<file path="config.mk">
export PLATFORM = sky130hd
export DESIGN_NAME = agc_regs
export DESIGN_NICKNAME = d
export VERILOG_FILES = /design/src/agc_pkg.sv /design/src/agc_regs.sv
export SDC_FILE = /design/constraint.sdc
export NUM_CORES = 1
export LEC_CHECK = 0
export BUFFER_PORTS_ARGS = -buffer_cell sky130_fd_sc_hd__buf_2
export CAP_MARGIN = 5
export CORE_UTILIZATION = 56
export DETAILED_ROUTE_END_ITERATION = 10
export GPL_ROUTABILITY_DRIVEN = 0
export HOLD_SLACK_MARGIN = 0.15
export PLACE_DENSITY = 0.82
export SLEW_MARGIN = 20
export SYNTH_ARGS = -nofsm -noshare
export SYNTH_HDL_FRONTEND = slang
export SYNTH_SLANG_ARGS = --single-unit
</file>
<file path="constraint.sdc">
create_clock -name ref_clk -period 3 [get_ports ref_clk]
set_input_delay 0.3 -clock ref_clk [delete_from_list [all_inputs] [get_ports ref_clk]]
set_output_delay 0.3 -clock ref_clk [all_outputs]
set_load 0.005 [all_outputs]
</file>
<file path="src/agc_pkg.sv">
// Constants, carriers and helper functions for the record gain register bank
`default_nettype none

package agc_pkg;

  // ==========================================================================
  // Register offsets and reset values
  localparam logic [7:0] ADDR_CTRL_A = 8'h1D;
  localparam logic [7:0] ADDR_CEIL = 8'h1E;
  localparam logic [7:0] ADDR_GATE = 8'h1F;
  localparam logic [7:0] ADDR_LGAIN = 8'h20;
  localparam logic [7:0] ADDR_RGAIN = 8'h21;
  localparam logic [7:0] ADDR_LDEB = 8'h22;
  localparam logic [7:0] RST_CTRL_A = 8'h00;
  localparam logic [7:0] RST_CEIL = 8'hFE;
  localparam logic [7:0] RST_GATE = 8'h00;
  localparam logic [7:0] RST_LDEB = 8'h00;
  localparam logic [7:0] RST_GAIN = 8'h00;

  // ==========================================================================
  // Field positions
  localparam int EN_BIT = 7;
  localparam int TGT_LSB = 4;
  localparam int ATK_LSB = 2;
  localparam int DCY_LSB = 0;
  localparam int CEIL_LSB = 1;
  localparam int HYS_LSB = 6;
  localparam int THR_LSB = 1;
  localparam int CLIP_BIT = 0;
  localparam int NDB_LSB = 3;
  localparam int SDB_LSB = 0;

  // ==========================================================================
  // Gain and level scales, in half-dB steps
  localparam logic [6:0] CEIL_TOP = 7'h77;
  localparam logic signed [7:0] GAIN_MIN = 8'hE8;
  localparam int TGT_HDB [8] = '{-11, -16, -20, -24, -28, -34, -40, -48};
  localparam int THR_TOP_HDB = -60;
  localparam int THR_STEP_HDB = 4;
  localparam int HYS_HDB [4] = '{2, 4, 6, 0};

  // ==========================================================================
  // Timing
  localparam int CLK_PERIOD_NS = 4;
  localparam int HALF_MS_NS = 500000;
  localparam int HALF_MS_CYCLES = HALF_MS_NS / CLK_PERIOD_NS;
  localparam int HALF_MS_PER_MS = 2;
  localparam int ATK_MS [4] = '{8, 11, 16, 20};
  localparam int DCY_MS [4] = '{100, 200, 400, 500};
  localparam int NDB_HMS [8] = '{0, 1, 2, 4, 8, 16, 32, 128};
  localparam int NDB_UNIT_HMS = 128;
  localparam int NDB_LIN_BASE = 7;
  localparam int SDB_HMS [8] = '{0, 1, 2, 4, 8, 16, 32, 64};

  // ==========================================================================
  // Carriers
  typedef struct packed {
    logic wr;
    logic rd;
    logic [7:0] addr;
    logic [7:0] wdata;
  } agc_reg_req_t;

  typedef struct packed {
    logic [7:0] ctrl_a;
    logic [7:0] ceil;
    logic [7:0] gate;
    logic [7:0] ldeb;
    logic signed [7:0] rgain;
    logic [7:0] lgain;
    logic [7:0] rdata;
    logic [16:0] tick_cnt;
    logic [11:0] step_cnt;
    logic [11:0] db_cnt;
    logic rnoise;
    logic lstat;
    logic rsat;
    logic lsat;
  } agc_state_t;

  localparam agc_state_t ST_RST = '{ctrl_a: RST_CTRL_A, ceil: RST_CEIL,
    gate: RST_GATE, ldeb: RST_LDEB, rgain: RST_GAIN, lgain: RST_GAIN,
    rdata: 8'h00, tick_cnt: 17'h00000, step_cnt: 12'h000, db_cnt: 12'h000,
    rnoise: 1'b0, lstat: 1'b0, rsat: 1'b0, lsat: 1'b0};

  // ==========================================================================
  // Decoders
  function automatic logic signed [7:0] cap_of(input logic [6:0] c);
    return (c >= CEIL_TOP) ? signed'({1'b0, CEIL_TOP}) : signed'({1'b0, c});
  endfunction : cap_of

  function automatic logic signed [8:0] tgt_of(input logic [2:0] c);
    return 9'(TGT_HDB[c]);
  endfunction : tgt_of

  function automatic logic signed [8:0] thr_of(input logic [4:0] c);
    return 9'(THR_TOP_HDB - THR_STEP_HDB * (int'(c) - 1));
  endfunction : thr_of

  function automatic logic signed [8:0] hys_of(input logic [1:0] c);
    return 9'(HYS_HDB[c]);
  endfunction : hys_of

  function automatic logic [11:0] atk_of(input logic [1:0] c);
    return 12'(ATK_MS[c] * HALF_MS_PER_MS);
  endfunction : atk_of

  function automatic logic [11:0] dcy_of(input logic [1:0] c);
    return 12'(DCY_MS[c] * HALF_MS_PER_MS);
  endfunction : dcy_of

  function automatic logic [11:0] ndb_of(input logic [4:0] c);
    if (c <= 5'(NDB_LIN_BASE)) begin
      return 12'(NDB_HMS[c[2:0]]);
    end
    return 12'(NDB_UNIT_HMS * (int'(c) - NDB_LIN_BASE));
  endfunction : ndb_of

  function automatic logic [11:0] sdb_of(input logic [2:0] c);
    return 12'(SDB_HMS[c]);
  endfunction : sdb_of

endpackage : agc_pkg

`default_nettype wire

</file>
<file path="src/agc_regs.sv">
// Record gain control register bank with right gain loop and left debounce
//
// Contract
// - The right gain loop runs only while the enable bit 7 is set; reset 0.
// - A 3-bit target code picks -5.5 to -24 dB in eight steps, reset 000.
// - A 2-bit attack code picks 8, 11, 16 or 20 ms, reset code zero.
// - A 2-bit decay code in the low bits picks 100, 200, 400 or 500 ms.
// - Selected durations need only hold with double-rate operation off.
// - A 7-bit ceiling caps gain at code x 0.5 dB, 59.5 dB from 0x77 up.
// - A 2-bit hysteresis code gives 1, 2, 3 dB, and code 3 gives none.
// - Threshold code 0 turns detection off; else -30 dB down 2 dB a step.
// - Bit 0 of the noise gate byte turns clip stepping on; reset 0.
// - A read-only left byte reports the applied gain, reset zero.
// - A read-only right byte reports the applied gain, reset zero.
// - A 5-bit left noise debounce picks 0 to 16 ms, then 64 ms steps.
// - A 3-bit left signal debounce picks 0 to 32 ms.
// - Each channel has a flag set while applied gain equals its ceiling.
// - Each channel has a status set while the level is under threshold.
`default_nettype none

module agc_regs
  import agc_pkg::*;
#(
  parameter int HALF_MS_TICKS = HALF_MS_CYCLES
) (
  input wire logic ref_clk,
  input wire logic rst_b,
  input wire logic ce,
  input wire agc_reg_req_t reg_req,
  output logic [7:0] rd_data,
  input wire logic signed [8:0] right_level,
  input wire logic right_clip,
  input wire logic [7:0] left_gain_in,
  input wire logic [6:0] left_ceiling_in,
  input wire logic left_quiet_raw,
  output logic right_saturated,
  output logic left_saturated,
  output logic right_below_noise,
  output logic left_below_noise
);

  // ==========================================================================
  // Reset release
  logic rst_s1;
  logic rst_q;

  always_ff @(posedge ref_clk or negedge rst_b) begin
    if (!rst_b) begin
      rst_s1 <= 1'b0;
      rst_q <= 1'b0;
    end else begin
      rst_s1 <= 1'b1;
      rst_q <= rst_s1;
    end
  end

  // ==========================================================================
  // State
  agc_state_t st;
  agc_state_t next_st;

  logic tick;
  logic right_en;
  logic clip_en;
  logic [4:0] thr_code;
  logic signed [8:0] thr;
  logic signed [8:0] target;
  logic signed [7:0] next_cap;
  logic [11:0] period;
  logic [11:0] need;
  logic step_up;
  logic step_dn;

  always_comb begin
    next_st = st;
    // Half-millisecond timebase; durations assume single-rate audio
    tick = (st.tick_cnt == 17'(HALF_MS_TICKS - 1));
    next_st.tick_cnt = tick ? 17'h00000 : st.tick_cnt + 17'h00001;

    // Register writes; the read-only bytes ignore writes
    if (reg_req.wr) begin
      unique case (reg_req.addr)
        ADDR_CTRL_A: next_st.ctrl_a = reg_req.wdata;
        ADDR_CEIL: next_st.ceil = reg_req.wdata;
        ADDR_GATE: next_st.gate = reg_req.wdata;
        ADDR_LDEB: next_st.ldeb = reg_req.wdata;
        default: next_st.ldeb = st.ldeb;
      endcase
    end

    // Register reads, one cycle later; unmapped reads give zero
    if (reg_req.rd) begin
      unique case (reg_req.addr)
        ADDR_CTRL_A: next_st.rdata = st.ctrl_a;
        ADDR_CEIL: next_st.rdata = st.ceil;
        ADDR_GATE: next_st.rdata = st.gate;
        ADDR_LGAIN: next_st.rdata = st.lgain;
        ADDR_RGAIN: next_st.rdata = st.rgain;
        ADDR_LDEB: next_st.rdata = st.ldeb;
        default: next_st.rdata = 8'h00;
      endcase
    end

    // Right noise gate with hysteresis
    thr_code = st.gate[THR_LSB +: 5];
    thr = thr_of(thr_code);
    if (thr_code == 5'h00) begin
      next_st.rnoise = 1'b0;
    end else if (st.rnoise) begin
      if (right_level >= thr + hys_of(st.gate[HYS_LSB +: 2])) begin
        next_st.rnoise = 1'b0;
      end
    end else if (right_level < thr) begin
      next_st.rnoise = 1'b1;
    end

    // Right gain loop
    right_en = st.ctrl_a[EN_BIT];
    clip_en = st.gate[CLIP_BIT];
    target = tgt_of(st.ctrl_a[TGT_LSB +: 3]);
    period = 12'h000;
    step_up = 1'b0;
    step_dn = 1'b0;
    if (right_level > target) begin
      period = atk_of(st.ctrl_a[ATK_LSB +: 2]);
    end else if (right_level < target) begin
      period = dcy_of(st.ctrl_a[DCY_LSB +: 2]);
    end
    if (!right_en) begin
      next_st.step_cnt = 12'h000;
    end else if (tick) begin
      if (clip_en && right_clip) begin
        step_dn = 1'b1;
        next_st.step_cnt = 12'h000;
      end else if (st.rnoise || period == 12'h000) begin
        next_st.step_cnt = 12'h000;
      end else if (st.step_cnt + 12'h001 >= period) begin
        step_dn = right_level > target;
        step_up = right_level < target;
        next_st.step_cnt = 12'h000;
      end else begin
        next_st.step_cnt = st.step_cnt + 12'h001;
      end
    end
    next_cap = cap_of(next_st.ceil[CEIL_LSB +: 7]);
    if (step_dn && st.rgain > GAIN_MIN) begin
      next_st.rgain = st.rgain - 8'sh01;
    end else if (step_up && st.rgain < next_cap) begin
      next_st.rgain = st.rgain + 8'sh01;
    end
    if (next_st.rgain > next_cap) begin
      next_st.rgain = next_cap;
    end
    next_st.rsat = (next_st.rgain == next_cap);

    // Left channel readback and saturation
    next_st.lgain = left_gain_in;
    next_st.lsat = ($signed(left_gain_in) == cap_of(left_ceiling_in));

    // Left detection debounce
    need = st.lstat ? sdb_of(st.ldeb[SDB_LSB +: 3])
                    : ndb_of(st.ldeb[NDB_LSB +: 5]);
    if (left_quiet_raw == st.lstat) begin
      next_st.db_cnt = 12'h000;
    end else if (need == 12'h000) begin
      next_st.lstat = left_quiet_raw;
      next_st.db_cnt = 12'h000;
    end else if (tick) begin
      if (st.db_cnt + 12'h001 >= need) begin
        next_st.lstat = left_quiet_raw;
        next_st.db_cnt = 12'h000;
      end else begin
        next_st.db_cnt = st.db_cnt + 12'h001;
      end
    end
  end

  always_ff @(posedge ref_clk or negedge rst_q) begin
    if (!rst_q) begin
      st <= ST_RST;
    end else if (ce) begin
      st <= next_st;
    end
  end

  // ==========================================================================
  // Outputs
  assign rd_data = st.rdata;
  assign right_saturated = st.rsat;
  assign left_saturated = st.lsat;
  assign right_below_noise = st.rnoise;
  assign left_below_noise = st.lstat;

  // ==========================================================================
  // Checks
  a_ctrl_write_store: assert property (
    @(posedge ref_clk) disable iff (!rst_q)
    ce && reg_req.wr && reg_req.addr == ADDR_CTRL_A
      |=> st.ctrl_a == $past(reg_req.wdata))
    else $error("control byte write not stored");

  a_ceil_write_store: assert property (
    @(posedge ref_clk) disable iff (!rst_q)
    ce && reg_req.wr && reg_req.addr == ADDR_CEIL
      |=> st.ceil == $past(reg_req.wdata))
    else $error("ceiling byte write not stored");

  a_gate_write_store: assert property (
    @(posedge ref_clk) disable iff (!rst_q)
    ce && reg_req.wr && reg_req.addr == ADDR_GATE
      |=> st.gate == $past(reg_req.wdata))
    else $error("noise gate byte write not stored");

  a_deb_write_store: assert property (
    @(posedge ref_clk) disable iff (!rst_q)
    ce && reg_req.wr && reg_req.addr == ADDR_LDEB
      |=> st.ldeb == $past(reg_req.wdata))
    else $error("debounce byte write not stored");

  a_lgain_write_ignored: assert property (
    @(posedge ref_clk) disable iff (!rst_q)
    ce && reg_req.wr && reg_req.addr == ADDR_LGAIN
      |=> st.lgain == $past(left_gain_in))
    else $error("left gain byte took a write");

  a_gain_under_cap: assert property (
    @(posedge ref_clk) disable iff (!rst_q)
    st.rgain <= cap_of(st.ceil[CEIL_LSB +: 7]))
    else $error("right gain above ceiling");

  a_sat_flag_match: assert property (
    @(posedge ref_clk) disable iff (!rst_q)
    right_saturated == (st.rgain == cap_of(st.ceil[CEIL_LSB +: 7])))
    else $error("right saturation flag wrong");

  a_disabled_gain_hold: assert property (
    @(posedge ref_clk) disable iff (!rst_q)
    ce && !st.ctrl_a[EN_BIT] && !reg_req.wr |=> $stable(st.rgain))
    else $error("gain moved while loop disabled");

  a_step_clear_off: assert property (
    @(posedge ref_clk) disable iff (!rst_q)
    ce && !right_en |=> st.step_cnt == 12'h000)
    else $error("step counter ran while loop disabled");

  a_gain_single_step: assert property (
    @(posedge ref_clk) disable iff (!rst_q)
    !reg_req.wr ##1 1'b1 |-> st.rgain == $past(st.rgain)
      || st.rgain == $past(st.rgain) + 8'sh01
      || st.rgain == $past(st.rgain) - 8'sh01)
    else $error("gain changed by more than one step");

  a_no_step_down: assert property (
    @(posedge ref_clk) disable iff (!rst_q)
    ce && right_level < target && !(clip_en && right_clip) && !reg_req.wr
      |=> st.rgain >= $past(st.rgain))
    else $error("gain fell while level under target");

  a_no_step_up: assert property (
    @(posedge ref_clk) disable iff (!rst_q)
    ce && right_level > target
      |=> st.rgain <= $past(st.rgain))
    else $error("gain rose while level over target");

  a_clip_step_down: assert property (
    @(posedge ref_clk) disable iff (!rst_q)
    ce && tick && right_en && clip_en && right_clip
      && st.rgain > GAIN_MIN && !reg_req.wr
      |=> st.rgain == $past(st.rgain) - 8'sh01)
    else $error("clip did not step gain down");

  a_noise_hold_gain: assert property (
    @(posedge ref_clk) disable iff (!rst_q)
    ce && st.rnoise && !(clip_en && right_clip) && !reg_req.wr
      |=> $stable(st.rgain))
    else $error("gain stepped while below noise threshold");

  a_noise_detect_off: assert property (
    @(posedge ref_clk) disable iff (!rst_q)
    ce && st.gate[THR_LSB +: 5] == 5'h00 |=> !right_below_noise)
    else $error("detection active with threshold off");

  a_noise_enter: assert property (
    @(posedge ref_clk) disable iff (!rst_q)
    ce && thr_code != 5'h00 && right_level < thr
      |=> right_below_noise)
    else $error("level under threshold not flagged");

  a_hyst_hold: assert property (
    @(posedge ref_clk) disable iff (!rst_q)
    ce && st.rnoise && thr_code != 5'h00
      && right_level < thr + hys_of(st.gate[HYS_LSB +: 2])
      |=> right_below_noise)
    else $error("noise status left inside hysteresis band");

  a_right_gain_read: assert property (
    @(posedge ref_clk) disable iff (!rst_q)
    ce && reg_req.rd && reg_req.addr == ADDR_RGAIN
      |=> rd_data == $past(st.rgain))
    else $error("right gain readback wrong");

  a_left_gain_read: assert property (
    @(posedge ref_clk) disable iff (!rst_q)
    ce && reg_req.rd && reg_req.addr == ADDR_LGAIN
      |=> rd_data == $past(st.lgain))
    else $error("left gain readback wrong");

  a_zero_debounce: assert property (
    @(posedge ref_clk) disable iff (!rst_q)
    ce && left_quiet_raw && !st.lstat && st.ldeb[NDB_LSB +: 5] == 5'h00
      |=> left_below_noise)
    else $error("zero noise debounce did not act at once");

  a_signal_zero_debounce: assert property (
    @(posedge ref_clk) disable iff (!rst_q)
    ce && !left_quiet_raw && st.lstat && st.ldeb[SDB_LSB +: 3] == 3'h0
      |=> !left_below_noise)
    else $error("zero signal debounce did not act at once");

endmodule : agc_regs

`default_nettype wire

</file>
==> results.yml <==
power_and_ir_drop:
  power_density_mw_per_mm2: 403
  power_frac_comb_pct: 36.3
  pwr-share-seq_pct: 35.2
  ir_drop_mv: 0.297
  p_sw_mw: 1.47
  clkPwrFrac_pct: 28.5
  switching_share_pct: 32.9
  leakage_nw: 5.41
  intPower_mw: 3.00
  power_mw: 4.48
clock_tree:
  clock-sinks: 103
  cts_tree: "done"
  h-tree-depth: 3
  path_clk_slew_ns: 0.07
  cts-root-buf: "clkbuf_16"
  cts_made_buffers: 9
  clkLatencyLatePin_ns: 0.36
  clk_path_buf_depth: 2
die:
  start_util_pct: 58.1
  die_area_mm2: 0.0151
  die_h_um: 123
  rows: 43
  io_pins: 59
  coreArea_mm2: 0.0141
  die_x_um: 123
worst_setup_path:
  rr_worst_depth: 31
  end_kind: "register"
  worst-setup-path-type: "register to register"
  regToRegStartpoint: "st[98]$_DFFE_PN0P_"
  cp_slowest_stage_delay_ns: 0.52
  path_max_fanout: 6
  path_common_cell: "ha_1"
  crit_required_ns: 3.28
  cp_slowest_cell: "or4_4"
  reg2reg_to: "st[66]$_DFFE_PN0P_"
  reg2reg_slack_ns: -2.88
  worst_ep_arrival_time_ns: 6.16
  crit_path_start_kind: "register"
detailed_routing:
  finalWirelength_um: 26400
  wl_per_cell_um: 19.0
  drt_iter0_drc: 925
  post-route-drc-count: 0
  detail_route.first_pass.iterations: 6
  via_per_inst: 6.18
  num_vias: 8564
  final_antenna_net_count: 0
job:
  cap_violations: 0
timing:
  setup_tns_ns: -39.19
  fmax_mhz: 170
  slew_viol_final: 0
  worst_slew_margin_rel_pct: 42.3
  min_period_ns: 5.88
  hold_viol_final: 0
  rsz0062_at_grt: "yes"
  fin_skew_ns: 0.00916
  post-route-period-util_pct: 196
  layout_setup_ws_ns: -2.88
  tightest_slew_ns: 0.859
  setup_violations: 32
placed_design:
  numPortBuffers: 58
  dp_cells: 1348
  dp_hpwl_um: 18600
  preCtsSetupSlack_ns: -2.81
yosys:
  synthDominantCellAreaShare_pct: 29.3
  ys_async_sr_fraction_pct: 100
  synth_cell_types: 79
  ys_ff_latch: 103
  synth_edf_count: 0
  syn_area_mm2: 0.00819
  synth_fp_nets: 1054
  netlist_instances: 929
  ys_warn_count: 0
  yosysTopAreaCell: "dfrtp_1"
  synthFlopType: "dfrtp_1"
  syn_area_per_cell_um2: 8.81
  ys_seq_area_share_pct: 31.6
  synth.area.top_cells: "dfrtp_1 (29%), ha_1 (12%), o21ai_0 (4.5%)"
worst_hold_path:
  hp-class: "input pin to register"
  hp-start: "left_gain_in[7]"
  holdPathStages: 2
  min_to: "st[60]$_DFFE_PN0P_"
finish:
  fin_cells: 1386
  syn_to_final_growth_pct: 35.5
  largest_reg_flops: 87
  layout_common_cells: "buf_4 (235), dfrtp_1 (91), nand2_1 (74)"
  final_common_cell: "buf_4"
  n_fill_cell: 859
  drive_gt1_share_pct: 36.7
  nets: 1326
  antenna_cells: 0
  largest_register: "st"
grt:
  gr-total-overflow: 0
  grt_max_degree: 102
  grt_use_total_pct: 34.9
  grt_pass1_vias: 8308
  antenna_found_initial: 0
  grt_pass1_wl_um: 40400
outcome:
  violations: "negative setup slack"
  status: "complete, but fails checks"
==> area by class of cell <==
class / count / area (um^2) / share of cell area [%]
Clock buffer: 12 / 236 / 2.13
Inverter: 51 / 191 / 1.72
Tap cell: 180 / 225 / 2.03
Clock inverter: 4 / 72.6 / 0.654
Multi-Input combinational cell: 729 / 5560 / 50.1
Timing Repair Buffer: 307 / 2220 / 20.0
Sequential cell: 103 / 2590 / 23.4
==> what timing repair did <==
item | CTS | global route
pin swaps | 31 | 44
hold buffers | 1 | 0
gates resized for setup | 36 | 36
setup buffers | 10 | 10
gates cloned | 1 | 0
hold endpoints to repair | 2 | 0
setup endpoints to repair | 32 | 33
==> per-stage QoR <==
| step | util (%) | cell area (um^2) | hold slack (ns) |
|---|---|---|---|
| floorplan | - | 8350 | 0.00441 |
| global placement | 73.5 | 10400 | 0.0858 |
| detailed placement | 73.5 | 10400 | 0.0860 |
| CTS | 77.1 | 10900 | 0.189 |
| global route | 78.7 | 11100 | 0.209 |
| finish | 78.7 | 11100 | 0.194 |
==> cells in the mapped netlist (4+ instances only) <==
cell type / instances
and3_1: 20
o21ai_0: 73
a222oi_1: 6
nor4_1: 7
dfstp_2: 7
o211ai_1: 7
buf_1: 4
a22o_1: 11
xor2_1: 26
or3_1: 4
nand3_1: 47
a21oi_1: 29
a21boi_0: 8
clkbuf_1: 32
a21o_1: 14
mux2i_1: 14
o21ai_1: 7
dfrtp_1: 96
ha_1: 78
a31oi_1: 8
a22oi_1: 10
and2_1: 6
nor2_1: 55
nand2b_1: 14
nor3_1: 23
o31ai_1: 9
nand4_1: 14
mux2_2: 30
nor2b_1: 20
or2_2: 4
nand2_1: 74
inv_1: 50
nor3b_1: 6
buf_4: 8
o21a_1: 6
a31o_2: 4
xnor2_1: 35
==> worst max-delay path, delay by kind of cell (launching register included) <==
| kind | cells | cell delay [ns] |
|---|---|---|
| AND/OR/NAND/NOR | 10 | 2.02 |
| AO/OA/AOI/OAI | 13 | 1.98 |
| adder cells (fa/ha/maj) | 4 | 0.91 |
| buffers and inverters | 4 | 0.50 |
| flip-flops | 1 | 0.40 |
==> kinds of logic (layout without fill, tap and decap cells) <==
family                     after synthesis  count (layout)  synth area share [%]
AOI/OAI and AO/OA                      230             230                  19.1
xor gates and xnor gates                62              62                  6.80
adders and majority gates               78              78                  11.9
buffers and inverters                   97             374                  4.84
DFF                                    103             103                  31.6
muxes                                   44              44                  5.84
other                                    1               1                0.0458
and+or+nand+nor                        314             314                  19.9
==> how the worst max path moves through the flow <==
| stage | startpoint | end | slack, ns |
|---|---|---|---|
| floorplan | st[98]$_DFFE_PN0P_ | st[67]$_DFFE_PN0P_ | -2.56 |
| global placement | st[97]$_DFFE_PN0P_ | st[67]$_DFFE_PN0P_ | -2.52 |
| detailed placement | st[97]$_DFFE_PN0P_ | st[67]$_DFFE_PN0P_ | -2.81 |
| CTS | st[97]$_DFFE_PN0P_ | st[67]$_DFFE_PN0P_ | -2.68 |
| global route | st[97]$_DFFE_PN0P_ | st[66]$_DFFE_PN0P_ | -3.06 |
| finish | st[98]$_DFFE_PN0P_ | st[66]$_DFFE_PN0P_ | -2.88 |
==> power groups by stage <==
stage               logic, mW  registers [mW]  clock network [mW]
global placement         1.37            1.59                   0
detailed placement       1.43            1.59                   0
CTS                      1.52            1.57                1.28
floorplan               0.763            1.61                   0
global route             1.76            1.59                1.33
finish                   1.62            1.58                1.28
==> metal layers <==
| layer | part of all wire (%) | vias up | track usage [%] |
|---|---|---|---|
| li1 | - | 3904 | - |
| met5 | 0 | - | 0 |
| met2 | 45 | 475 | 56.1 |
| met3 | 8.9 | 142 | 6.13 |
| met4 | 6.2 | 0 | 21.3 |
| met1 | 40 | 4043 | 43.6 |
Power figures use the tool's default switching activity.
